`src/fdf_defs.vh`:
```
// register offsets, reset values, field positions and timing counts
// assumes an 8-bit register port inside the device, one byte per access
`ifndef FDF_DEFS_VH
`define FDF_DEFS_VH

// register offsets
`define FDF_ADDR_DYN1      8'h36
`define FDF_ADDR_DYN2      8'h37
`define FDF_ADDR_MAXD1     8'h38
`define FDF_ADDR_MAXD2     8'h39
`define FDF_ADDR_MAXD3     8'h3a
`define FDF_ADDR_CFG1      8'h40
`define FDF_ADDR_OP1       8'h33
`define FDF_ADDR_OP2       8'h34
`define FDF_ADDR_OP3       8'h35
`define FDF_ADDR_EXT1      8'h76
`define FDF_ADDR_EXT2      8'h77

// reset values
`define FDF_RST_DYN        8'h00
`define FDF_RST_MAXD       8'hff
`define FDF_RST_CFG1       8'h01
`define FDF_RST_OP         8'ha4

// fault codes for an open or shorted diode
`define FDF_FAULT_TWOS     8'h80
`define FDF_FAULT_OFS64    8'h00

// dynamic control 1 fields
`define FDF_B_R2MSB        0
`define FDF_B_UVMODE       1
`define FDF_B_COPY_R1      2
`define FDF_B_COPY_LC      3
`define FDF_B_COPY_R2      4
`define FDF_B_DEN_R1       5
`define FDF_B_DEN_LC       6
`define FDF_B_DEN_R2       7

// main configuration fields
`define FDF_B_RUN          0
`define FDF_B_LOCK         1
`define FDF_B_READY        2
`define FDF_B_ALLMAX       3
`define FDF_B_PWRFLAG      4
`define FDF_B_FIXSPIN      5
`define FDF_B_TIMEOUT      6
`define FDF_B_LATCHRST     7

// interval counts: base decrease count is 8 monitoring cycles
`define FDF_BASE_CYCLES    12'h008
// ready delay after reset, in clock cycles
`define FDF_READY_CYCLES   8'h10

`endif

```
`src/fdf_interval_ctr.v`:
```
// one interval counter per channel, counting monitoring cycles
// assumes mon_tick is a one-cycle pulse per completed monitoring cycle
`timescale 1ns/1ns
`default_nettype none
`include "fdf_defs.vh"

module fdf_interval_ctr (
    input  wire        clk,
    input  wire        rst_b,
    input  wire        mon_tick,   // monitoring cycle done
    input  wire        restart,    // floor just adjusted
    input  wire [11:0] limit,      // cycles to wait
    output reg         expired     // count reached limit
);
    reg [11:0] count_reg;          // cycles since last adjustment

    // count ticks, restart after every adjustment
    always @(posedge clk or negedge rst_b) begin
        if (!rst_b) begin
            count_reg <= 12'h000;
            expired   <= 1'b0;
        end else begin
            if (restart) begin
                count_reg <= 12'h000;
            end else if (mon_tick && count_reg != 12'hfff) begin
                count_reg <= count_reg + 12'h001;
            end
            expired <= (count_reg >= limit) && !restart;
        end
    end
endmodule
`default_nettype wire

```
`src/fdf_regs.v`:
```
// dynamic floor control, undervoltage standby, max duty and main config
// assumes a byte register port from the serial slave, one access a cycle
`timescale 1ns/1ns
`default_nettype none
`include "fdf_defs.vh"

module fdf_regs (
    input  wire        clk,
    input  wire        rst_b,
    input  wire        reg_wr,             // write strobe
    input  wire        reg_rd,             // read strobe
    input  wire [7:0]  reg_addr,           // register offset
    input  wire [7:0]  reg_wdata,          // write data
    output reg  [7:0]  reg_rdata,          // read data
    input  wire        mon_tick,           // monitoring cycle done
    input  wire        twos_format,        // reading format select
    input  wire [23:0] temp_raw,           // three channel readings
    input  wire [2:0]  diode_fault,        // open or shorted diode
    input  wire [23:0] temp_high_lim,      // high limits per channel
    input  wire [23:0] temp_low_lim,       // low limits per channel
    input  wire        core_voltage_low,   // core below low limit
    input  wire        overheat_pin,       // overheat asserted
    input  wire        max_on_overheat,    // overheat uses max duty
    input  wire [23:0] duty_request,       // loop duty per output
    input  wire        variant_latch,      // latching variant
    input  wire        new_reading,        // fresh readings arrive
    output reg  [23:0] temp_report,        // reported readings
    output reg  [23:0] fan_start_temperature, // floor per channel
    output reg  [23:0] duty_out,           // limited duty
    output reg         monitor_run,        // monitoring enabled
    output reg         all_fans_max,       // force max duty
    output reg         fixed_spinup_select,// full spinup timeout
    output reg         bus_timeout_enable, // serial timeout on
    output reg         core_power_report_flag, // power report bit
    output reg         latch_clear,        // clear latched overheat
    output reg         uv_status_set,      // status 1 bit 1 level, held while uv
    output reg         uv_alert,           // alert request
    output reg         hot_mon_enable,     // hot processor monitor
    output reg         shutdown_allow      // shutdown permitted
);
    reg [7:0]  dyn1_reg;       // dynamic floor control 1
    reg [7:0]  dyn2_reg;       // dynamic floor control 2
    reg [23:0] maxd_reg;       // max duty per output
    reg [7:0]  cfg_reg;        // main configuration
    reg [23:0] op_reg;         // operating points
    reg [7:0]  rdy_cnt_reg;    // power-up delay
    reg        freeze_reg;     // readings frozen
    reg [23:0] tsamp_reg;      // held readings
    reg        ovh_d_reg;      // overheat last cycle
    reg [2:0]  step_dir_reg;   // 1 = raise wait active
    reg [2:0]  restart_reg;    // restart interval counters
    wire [2:0] expired;        // interval elapsed
    wire       lock;           // lock state
    wire       uv;             // undervoltage standby active
    wire       wr_ok;          // lockable write allowed
    wire [2:0] code [0:2];     // interval codes
    reg [7:0]  rd_next;        // read mux value
    integer    i;
    integer    j;              // loop index, readings process

    assign lock = cfg_reg[`FDF_B_LOCK];
    assign uv = dyn1_reg[`FDF_B_UVMODE] & core_voltage_low;
    assign wr_ok = reg_wr & ~lock;
    assign code[2] = {dyn1_reg[`FDF_B_R2MSB], dyn2_reg[7:6]};
    assign code[0] = dyn2_reg[2:0];
    assign code[1] = dyn2_reg[5:3];

    // decrease wait in monitoring cycles
    function [11:0] dec_wait;
        input [2:0] n;
        begin
            dec_wait = `FDF_BASE_CYCLES << n;
        end
    endfunction

    // increase wait, twice the decrease wait
    function [11:0] inc_wait;
        input [2:0] n;
        begin
            inc_wait = dec_wait(n) << 1;
        end
    endfunction

    // fault-aware reported byte
    function [7:0] report;
        input [7:0] t;
        input       flt;
        input       twos;
        begin
            if (flt) begin
                report = twos ? `FDF_FAULT_TWOS : `FDF_FAULT_OFS64;
            end else begin
                report = t;
            end
        end
    endfunction

    // interval counters, one per channel
    genvar g;
    generate
        for (g = 0; g < 3; g = g + 1) begin : chan
            fdf_interval_ctr u_ctr (
                .clk      (clk),
                .rst_b    (rst_b),
                .mon_tick (mon_tick),
                .restart  (restart_reg[g]),
                .limit    (step_dir_reg[g] ? inc_wait(code[g]) :
                           dec_wait(code[g])),
                .expired  (expired[g])
            );
        end
    endgenerate

    // register writes, lock and ready
    always @(posedge clk or negedge rst_b) begin
        if (!rst_b) begin
            dyn1_reg    <= `FDF_RST_DYN;
            dyn2_reg    <= `FDF_RST_DYN;
            maxd_reg    <= {3{`FDF_RST_MAXD}};
            cfg_reg     <= `FDF_RST_CFG1;
            rdy_cnt_reg <= 8'h00;
            latch_clear <= 1'b0;
        end else begin
            latch_clear <= 1'b0;
            if (rdy_cnt_reg != `FDF_READY_CYCLES) begin
                rdy_cnt_reg <= rdy_cnt_reg + 8'h01;
            end else begin
                cfg_reg[`FDF_B_READY] <= 1'b1;
            end
            if (wr_ok && reg_addr == `FDF_ADDR_DYN1) begin
                dyn1_reg <= reg_wdata;
            end
            if (wr_ok && reg_addr == `FDF_ADDR_DYN2) begin
                dyn2_reg <= reg_wdata;
            end
            if (wr_ok && reg_addr == `FDF_ADDR_MAXD1) begin
                maxd_reg[7:0] <= reg_wdata;
            end
            if (wr_ok && reg_addr == `FDF_ADDR_MAXD2) begin
                maxd_reg[15:8] <= reg_wdata;
            end
            if (wr_ok && reg_addr == `FDF_ADDR_MAXD3) begin
                maxd_reg[23:16] <= reg_wdata;
            end
            if (reg_wr && reg_addr == `FDF_ADDR_CFG1) begin
                cfg_reg[`FDF_B_RUN] <= reg_wdata[`FDF_B_RUN];
                cfg_reg[`FDF_B_ALLMAX] <= reg_wdata[`FDF_B_ALLMAX];
                if (!lock) begin
                    cfg_reg[`FDF_B_LOCK] <= reg_wdata[`FDF_B_LOCK];
                    cfg_reg[`FDF_B_PWRFLAG] <= reg_wdata[`FDF_B_PWRFLAG];
                    cfg_reg[`FDF_B_FIXSPIN] <= reg_wdata[`FDF_B_FIXSPIN];
                    cfg_reg[`FDF_B_TIMEOUT] <= reg_wdata[`FDF_B_TIMEOUT];
                end
                latch_clear <= variant_latch &
                               reg_wdata[`FDF_B_LATCHRST];
            end
        end
    end

    // operating points and dynamic floor adjustment
    always @(posedge clk or negedge rst_b) begin
        if (!rst_b) begin
            op_reg                <= {3{`FDF_RST_OP}};
            fan_start_temperature <= 24'h000000;
            step_dir_reg          <= 3'b000;
            restart_reg           <= 3'b000;
            ovh_d_reg             <= 1'b0;
        end else begin
            ovh_d_reg   <= overheat_pin;
            restart_reg <= 3'b000;
            if (wr_ok && reg_addr == `FDF_ADDR_OP1) begin
                op_reg[7:0] <= reg_wdata;
            end
            if (wr_ok && reg_addr == `FDF_ADDR_OP2) begin
                op_reg[15:8] <= reg_wdata;
            end
            if (wr_ok && reg_addr == `FDF_ADDR_OP3) begin
                op_reg[23:16] <= reg_wdata;
            end
            for (i = 0; i < 3; i = i + 1) begin
                if (overheat_pin && !ovh_d_reg &&
                    dyn1_reg[`FDF_B_COPY_R1 + i]) begin
                    op_reg[i*8 +: 8] <= temp_raw[i*8 +: 8];
                end
                if (dyn1_reg[`FDF_B_DEN_R1 + i] && !uv &&
                    monitor_run && expired[i] && !restart_reg[i]) begin
                    restart_reg[i] <= 1'b1;
                    if (temp_raw[i*8 +: 8] > op_reg[i*8 +: 8] ||
                        temp_raw[i*8 +: 8] > temp_high_lim[i*8 +: 8]) begin
                        if (!step_dir_reg[i] &&
                            fan_start_temperature[i*8 +: 8] != 8'h00) begin
                            fan_start_temperature[i*8 +: 8] <=
                                fan_start_temperature[i*8 +: 8] - 8'h01;
                        end
                        step_dir_reg[i] <= 1'b0;
                    end else if (temp_raw[i*8 +: 8] <
                                 temp_low_lim[i*8 +: 8] ||
                                 temp_raw[i*8 +: 8] <
                                 op_reg[i*8 +: 8]) begin
                        if (step_dir_reg[i] &&
                            fan_start_temperature[i*8 +: 8] != 8'hff) begin
                            fan_start_temperature[i*8 +: 8] <=
                                fan_start_temperature[i*8 +: 8] + 8'h01;
                        end
                        step_dir_reg[i] <= 1'b1;
                    end
                end
            end
        end
    end

    // readings freeze and duty limiting
    always @(posedge clk or negedge rst_b) begin
        if (!rst_b) begin
            freeze_reg  <= 1'b0;
            tsamp_reg   <= 24'h000000;
            temp_report <= 24'h000000;
            duty_out    <= 24'h000000;
        end else begin
            if (reg_rd && (reg_addr == `FDF_ADDR_EXT1 ||
                           reg_addr == `FDF_ADDR_EXT2)) begin
                freeze_reg <= 1'b1;
            end else if (reg_rd && reg_addr >= 8'h25 &&
                         reg_addr <= 8'h27) begin
                freeze_reg <= 1'b0;
            end
            if (new_reading && !freeze_reg) begin
                tsamp_reg <= temp_raw;
            end
            for (j = 0; j < 3; j = j + 1) begin
                temp_report[j*8 +: 8] <= report(tsamp_reg[j*8 +: 8],
                                                 diode_fault[j],
                                                 twos_format);
                if (overheat_pin && !max_on_overheat) begin
                    duty_out[j*8 +: 8] <= 8'hff;
                end else if (overheat_pin || all_fans_max) begin
                    duty_out[j*8 +: 8] <= maxd_reg[j*8 +: 8];
                end else if (!monitor_run) begin
                    duty_out[j*8 +: 8] <= 8'h00;
                end else if (duty_request[j*8 +: 8] >
                             maxd_reg[j*8 +: 8]) begin
                    duty_out[j*8 +: 8] <= maxd_reg[j*8 +: 8];
                end else begin
                    duty_out[j*8 +: 8] <= duty_request[j*8 +: 8];
                end
            end
        end
    end

    // read mux, unmapped reads zero
    always @* begin
        rd_next = 8'h00;
        case (reg_addr)
            `FDF_ADDR_DYN1:  rd_next = dyn1_reg;
            `FDF_ADDR_DYN2:  rd_next = dyn2_reg;
            `FDF_ADDR_MAXD1: rd_next = maxd_reg[7:0];
            `FDF_ADDR_MAXD2: rd_next = maxd_reg[15:8];
            `FDF_ADDR_MAXD3: rd_next = maxd_reg[23:16];
            `FDF_ADDR_CFG1:  rd_next = {1'b0, cfg_reg[6:0]};
            `FDF_ADDR_OP1:   rd_next = op_reg[7:0];
            `FDF_ADDR_OP2:   rd_next = op_reg[15:8];
            `FDF_ADDR_OP3:   rd_next = op_reg[23:16];
            default:         rd_next = 8'h00;
        endcase
    end

    // registered outputs and undervoltage effects
    always @(posedge clk or negedge rst_b) begin
        if (!rst_b) begin
            reg_rdata              <= 8'h00;
            monitor_run            <= 1'b1;
            all_fans_max           <= 1'b0;
            fixed_spinup_select    <= 1'b0;
            bus_timeout_enable     <= 1'b0;
            core_power_report_flag <= 1'b0;
            uv_status_set          <= 1'b0;
            uv_alert               <= 1'b0;
            hot_mon_enable         <= 1'b1;
            shutdown_allow         <= 1'b1;
        end else begin
            reg_rdata              <= rd_next;
            monitor_run            <= cfg_reg[`FDF_B_RUN];
            all_fans_max           <= cfg_reg[`FDF_B_ALLMAX];
            fixed_spinup_select    <= cfg_reg[`FDF_B_FIXSPIN];
            bus_timeout_enable     <= cfg_reg[`FDF_B_TIMEOUT];
            core_power_report_flag <= cfg_reg[`FDF_B_PWRFLAG];
            uv_status_set          <= uv;
            uv_alert               <= uv;
            hot_mon_enable         <= ~uv;
            shutdown_allow         <= ~uv;
        end
    end
endmodule
`default_nettype wire

```
`config.mk`:
```
export PLATFORM = sky130hd
export DESIGN_NAME = fdf_regs
export DESIGN_NICKNAME = d
export VERILOG_FILES = /design/src/fdf_interval_ctr.v /design/src/fdf_regs.v
export VERILOG_INCLUDE_DIRS = /design/src
export SDC_FILE = /design/constraint.sdc
export NUM_CORES = 1
export LEC_CHECK = 0
export BUFFER_PORTS_ARGS = -buffer_cell sky130_fd_sc_hd__clkbuf_2
export CELL_PAD_IN_SITES_DETAIL_PLACEMENT = 2
export CELL_PAD_IN_SITES_GLOBAL_PLACEMENT = 2
export CORE_ASPECT_RATIO = 1.2
export CORE_MARGIN = 2
export CORE_UTILIZATION = 28
export DETAILED_ROUTE_END_ITERATION = 10
export PLACE_DENSITY = 0.74
export SKIP_CTS_REPAIR_TIMING = 1
export SYNTH_ARGS = -nofsm -noshare
export SYNTH_HDL_FRONTEND = slang
export SYNTH_SLANG_ARGS = --single-unit
```
`constraint.sdc`:
```
create_clock -name clk -period 10.1 [get_ports clk]
set_input_delay 1.515 -clock clk [delete_from_list [all_inputs] [get_ports clk]]
set_output_delay 1.515 -clock clk [all_outputs]
set_load 0.1 [all_outputs]
```
==> qor.csv, run 1 <==
metric,value,unit
Synth Area in Compound Gates,12.7,%
Slew Limit Headroom,27.6,%
DRC violations left,0,
number of buffers created by CTS,29,
fillcell total,5541,
vias in the first global route,13100,
CP max stage cell,or3_1,
top-count cell post-synth,dfrtp_1,
CTS HTree Levels,1,
"Avg Cell Area, Syn",10.1,um^2
post-synth top area cell,dfrtp_1,
period utilization,42.1,%
min Tclk post-route,4.25,ns
share of cells above drive strength 1,26.0,%
Die Y,251,um
full die area,52600,um^2
Worst setup SP type,input pin,
Clock Latency Late Sink,0.57,ns
initial antenna violation count,0,
vias per std cell,5.05,
Core Region,50200,um^2
Leak,8.23,nW
largest cells by area after synthesis,"dfrtp_1 (36%), ha_1 (13%), mux2_2 (7.1%)",
GRT overflow,0,
DR vias,11500,
Post-synth EDFFs,0,
Final Hold Vio Count,0,
cells after synthesis,1411,
top_reg_cell synth,dfrtp_1,
clock-pin slew of the registers on the worst-case setup and hold paths,0.06,ns
max_cap viols,0,
WP data required,10.53,ns
all-layer global routing usage,17.6,%
FMAX,235,MHz
WL final,45400,um
FP Rows,90,
Nets,1892,
part of the Yosys area used for sequential elements,42.2,%
critical path peak fanout,8,
CTS Buffer Depth,3,
Final setup viols,0,
xor and xnor area share after synthesis,3.57,%
"flops & latches, synth",238,
worst endpoint data arrival time,4.68,ns
"Cell Area, Placed",16000,um^2
1st-iter DRT viols,386,
adder-cell area share of the yosys netlist,13.3,%
multiplexer share of the synthesized area,9.47,%
Area Growth Syn to Fin,19.6,%
Netlist Area Pre-Place,14200,um^2
"Critical Path, Cell by Cell","clkbuf_2, ha_1, nor2b_1, o211ai_1, a21oi_1, o22a_1, or3_1, ha_1, a21oi_1, nor2b_1, o21a_1, o21ai_0, nor2b_1, xnor2_1, mux2_2",
outcome,"finished, final reports clean",
PortBufs,215,
wire per inst,19.9,um
CTS tree,built,
largest family of logic cells by synthesized area,simple AND/OR/NAND/NOR gates,
CP Class,input pin to flop,
largest delay contributor family on the critical path,simple AND/OR/NAND/NOR gates,
Yosys top cell area share,35.5,%
max-slew violation count,0,
DP Wirelength,34900,um
largest net degree at the start of global routing,93,
global placement routability congestion,0.800,
Synth Net Count,1686,
slowest cell delay on critical path,0.55,ns
worst-margin pin slew,1.08,ns
Most Frequent Cell on Critical Path,nor2b_1,
# IOs,216,
fin util,33.9,%
first-pass GRT wire length,73700,um
clock skew,0.0252,ns
power per cell area,192,nW/um^2
worst hold path type,flop to flop,
"Distinct cells, synth",72,
most common library cells after synthesis,"dfrtp_1 (202), ha_1 (146), inv_1 (126)",
fraction of registers with async set/reset,100,%
Die Wd,210,um
Initial Utilization,28.3,%
RSZ-0062 raised after global routing,false,
post-route ant nets,0,
number of diodes,0,
Peak supply drop,0.140,mV
Synth Area in Simple Gates,14.1,%
CTS sink count,238,
Root Driver,clkbuf_16,
Buffers & Inverters on Critical Path,1,
Final TNS setup,0,ns
Largest register FFs,36,
Ys Warns,0,
Initial DRT Pass Iterations,5,
Worst setup EP type,flop,
post-route cell area,17000,um^2
[per-stage QoR]
stage | instances | power (mW) | hold slack [ns] | worst slack, ns
after global placement | 2230 | 2.12 | 0.370 | 5.42
final | 2284 | 3.27 | 0.383 | 5.85
after global routing | 2284 | 3.45 | 0.385 | 5.56
after detailed placement | 2230 | 2.17 | 0.369 | 5.29
after floorplan | 1411 | 1.89 | 0.359 | 5.79
after CTS | 2284 | 3.31 | 0.379 | 5.87
[layer usage]
| layer | global-route usage (%) | part of all wire [%] | wire length, um | up-vias |
|---|---|---|---|---|
| met5 | 0 | 0 | 0 | - |
| met4 | 4.58 | 2.2 | 1020 | 0 |
| met3 | 2.44 | 4.1 | 1850 | 56 |
| met2 | 32.3 | 51 | 23200 | 247 |
| met1 | 21.4 | 43 | 19300 | 5842 |
| li1 | - | - | - | 5389 |
[path summary, 6_finish.rpt]
path	cells past startpoint	startpoint	slack [ns]	endpoint
worst max register to register	14	op_reg[15]$_DFFE_PN1P_	6.43	fan_start_temperature[15]$_DFFE_PN0P_
max in group asynchronous	2	rst_b	7.52	op_reg[16]$_DFFE_PN0P_
worst min register to register	0	cfg_reg[0]$_DFFE_PN1P_	0.38	monitor_run$_DFF_PN1_
worst max-delay path	15	temp_raw[17]	5.85	fan_start_temperature[21]$_DFFE_PN0P_
worst min-delay path	0	cfg_reg[0]$_DFFE_PN1P_	0.38	monitor_run$_DFF_PN1_
min in group asynchronous	1	rst_b	0.98	fan_start_temperature[18]$_DFFE_PN0P_
[cells by family after synthesis]
logic type	count (synthesis)
buffers and inverters	174
and+or+nand+nor	392
AOI/OAI and AO/OA	278
DFF	238
adders and majority gates	149
xor gates and xnor gates	58
muxes	122
[report_power, final]
group / switching, mW / internal (mW)
sequential: 0.134 / 1.12
combinational: 0.595 / 0.292
clock: 0.439 / 0.687
[cell usage in the layout (no fill, tap or decap), types with 41 or more instances in the layout]
master      n
a21oi_1    73
clkbuf_2  214
dfrtp_1   202
ha_1      146
inv_1     126
mux2_2     90
nand2_1   120
nand3_1    41
nor2_1     83
o21ai_0    82
[layout make-up]
| type | count | area (um^2) | area share [%] |
|---|---|---|---|
| multi-input combinational | 999 | 7550 | 44.4 |
| sequential | 238 | 6000 | 35.3 |
| timing repair buffer | 223 | 1150 | 6.74 |
| clock buffer | 38 | 841 | 4.94 |
| tap | 644 | 806 | 4.74 |
| inverter | 126 | 473 | 2.78 |
| clock inverter | 16 | 193 | 1.13 |
Power figures use the tool's default switching activity.
==> run 2, diff against run 1 <==
- clock period: 10.1 -> 4.2 ns (I/O delays scaled with it)
==> qor.csv, run 2 (synthesis results as in run 1) <==
metric,value,unit,change
Area Growth Syn to Fin,19.8,%,was 19.6%
CTS HTree Levels,1,,unchanged
Clk network pwr share,34.1,%,was 34.5%
reg2reg setup slack,0.46,ns,was 6.43 ns
period utilization,89.1,%,
Worst Setup SP,op_reg[15]$_DFFE_PN1P_,,was temp_raw[17]
Worst R2R End,fan_start_temperature[15]$_DFFE_PN0P_,,unchanged
outcome,"finished, final reports clean",,unchanged
Core Region,50200,um^2,unchanged
Final Hold Vio Count,0,,unchanged
post-route cell area,17000,um^2,about the same
most frequent cells in the layout,"clkbuf_2 (214), dfrtp_1 (202), ha_1 (146)",,unchanged
global placement routability congestion,0.802,,was 0.800
fillcell total,5541,,unchanged
vias in the first global route,13200,,was 13100
Post-Place Cells,2233,,was 2230
worst hold slack,0.100,ns,was 0.383 ns
clock skew,0.0179,ns,was 0.0252 ns
vias per std cell,5.09,,was 5.05
full die area,52600,um^2,unchanged
worst endpoint data arrival time,4.24,ns,was 4.68 ns
PortBufs,215,,unchanged
DP Wirelength,35800,um,was 34900 um
Slew Limit Headroom,26.5,%,was 27.6%
max layer used,met4,,unchanged
FF-to-FF Start,op_reg[15]$_DFFE_PN1P_,,unchanged
post-route ant nets,0,,unchanged
Leak,8.24,nW,was 8.23 nW
DR WL met2,24200,um,was 23200 um
largest net degree at the start of global routing,109,,was 93
WP data required,4.70,ns,was 10.53 ns
CP Class,flop to flop,,was input pin to flop
Metal-1 WL,19600,um,was 19300 um
max_cap viols,0,,unchanged
Worst setup EP type,flop,,unchanged
worst slack at placement,0.257,ns,was 5.29 ns
share of cells above drive strength 1,25.9,%,was 26.0%
worst hold path type,input pin to asynchronous set/reset pin,,was flop to flop
Peak supply drop,0.315,mV,was 0.140 mV
1st-iter DRT viols,393,,was 386
critical path peak fanout,10,,was 8
Worst setup SP type,flop,,was input pin
Final TNS setup,0,ns,unchanged
NetSw,2.84,mW,was 1.17 mW
Root Driver,clkbuf_16,,unchanged
slowest cell delay on critical path,0.71,ns,was 0.55 ns
"commonest non-fill, non-tap cell in the layout",clkbuf_2,,unchanged
power per cell area,462,nW/um^2,was 192 nW/um^2
WL final,46600,um,was 45400 um
CTS tree,built,,unchanged
FP Rows,90,,unchanged
"Critical Path, Cell by Cell","inv_1, ha_1, nand3_1, nor2_1, a32o_1, o22ai_1, ha_1, a21oi_1, o221ai_1, o21ai_0, nand2b_1, a21oi_1, mux2i_1, xnor2_1",,"was clkbuf_2, ha_1, nor2b_1, o211ai_1, a21oi_1, o22a_1, or3_1, ha_1, a21oi_1, nor2b_1, o21a_1, o21ai_0, nor2b_1, xnor2_1, mux2_2"
final std cells w/o fill,2288,,was 2284
Reg2Reg Depth,14,,unchanged
met3 wire len,1700,um,was 1850 um
Clock Latency Late Sink,0.58,ns,was 0.57 ns
clock-pin slew of the registers on the worst-case setup and hold paths,0.06,ns,about the same
DRC violations left,0,,unchanged
max-slew violation count,0,,unchanged
# IOs,216,,unchanged
Pint,5.02,mW,was 2.10 mW
sw frac,36.1,%,was 35.8%
Die Wd,210,um,unchanged
min Tclk post-route,3.74,ns,
fin util,33.9,%,about the same
sequential share of power,38.4,%,about the same
all-layer global routing usage,17.8,%,was 17.6%
setup slack after layout,0.457,ns,was 5.85 ns
Nets,1895,,was 1892
Comb pwr share,27.5,%,was 27.2%
number of buffers created by CTS,29,,unchanged
first-pass GRT wire length,74900,um,was 73700 um
CTS Buffer Depth,3,,unchanged
RSZ-0062 raised after global routing,false,,unchanged
"Cell Area, Placed",16000,um^2,about the same
FMAX,267,MHz,
Die Y,251,um,unchanged
worst-margin pin slew,1.10,ns,was 1.08 ns
DR vias,11700,,was 11500
GRT overflow,0,,unchanged
Initial Utilization,28.3,%,unchanged
initial antenna violation count,2,,was 0
wire per inst,20.4,um,was 19.9 um
Final setup viols,0,,unchanged
CP max stage cell,o22ai_1,,was or3_1
Largest register FFs,36,,unchanged
Pwr Total,7.86,mW,was 3.27 mW
Initial DRT Pass Iterations,4,,was 5
CTS sink count,238,,unchanged
[run 2: how the worst max path moves through the flow]
stage,end,slack [ns],depth (start not counted)
2_1_floorplan,fan_start_temperature[7]$_DFFE_PN0P_,0.77,15
3_3_place_gp,fan_start_temperature[7]$_DFFE_PN0P_,0.39,15
3_5_place_dp,fan_start_temperature[15]$_DFFE_PN0P_,0.26,14
4_1_cts,fan_start_temperature[15]$_DFFE_PN0P_,0.46,14
5_1_grt,fan_start_temperature[15]$_DFFE_PN0P_,0.08,14
6_report,fan_start_temperature[15]$_DFFE_PN0P_,0.46,14
[run 2: power groups by stage]
| stage | sequential (mW) | combinational (mW) | clock, mW |
|---|---|---|---|
| 3_5_place_dp | 3.06 | 2.18 | 0 |
| 5_1_grt | 3.08 | 2.40 | 2.84 |
| 4_1_cts | 3.02 | 2.20 | 2.75 |
| 6_report | 3.02 | 2.16 | 2.68 |
| 2_1_floorplan | 3.53 | 1.01 | 0 |
| 3_3_place_gp | 3.04 | 2.05 | 0 |
[run 2: final cells by class]
type	count	area [um^2]	area share, %
timing repair buffer	226	1190	7.01
antenna	1	2.50	0.0147
inverter	126	473	2.78
clock inverter	12	171	1.01
clock buffer	42	835	4.90
tap	644	806	4.73
sequential	238	6000	35.2
multi-input combinational	999	7550	44.3
[run 2: per-layer routing]
layer  up-vias  track usage [%]
met5         -                0
met4         0             4.58
met3        61             2.30
met2       232             33.1
met1      5964             21.7
li1       5399                -
[run 2: worst max-delay path, delay by kind of cell (launching register included)]
family,cells,cell delay (ns)
muxes,1,0.26
AOI/OAI and AO/OA,6,1.65
xor gates and xnor gates,1,0.15
buffers and inverters,1,0.07
and+or+nand+nor,3,0.27
adders and majority gates,2,0.69
DFF,1,0.57
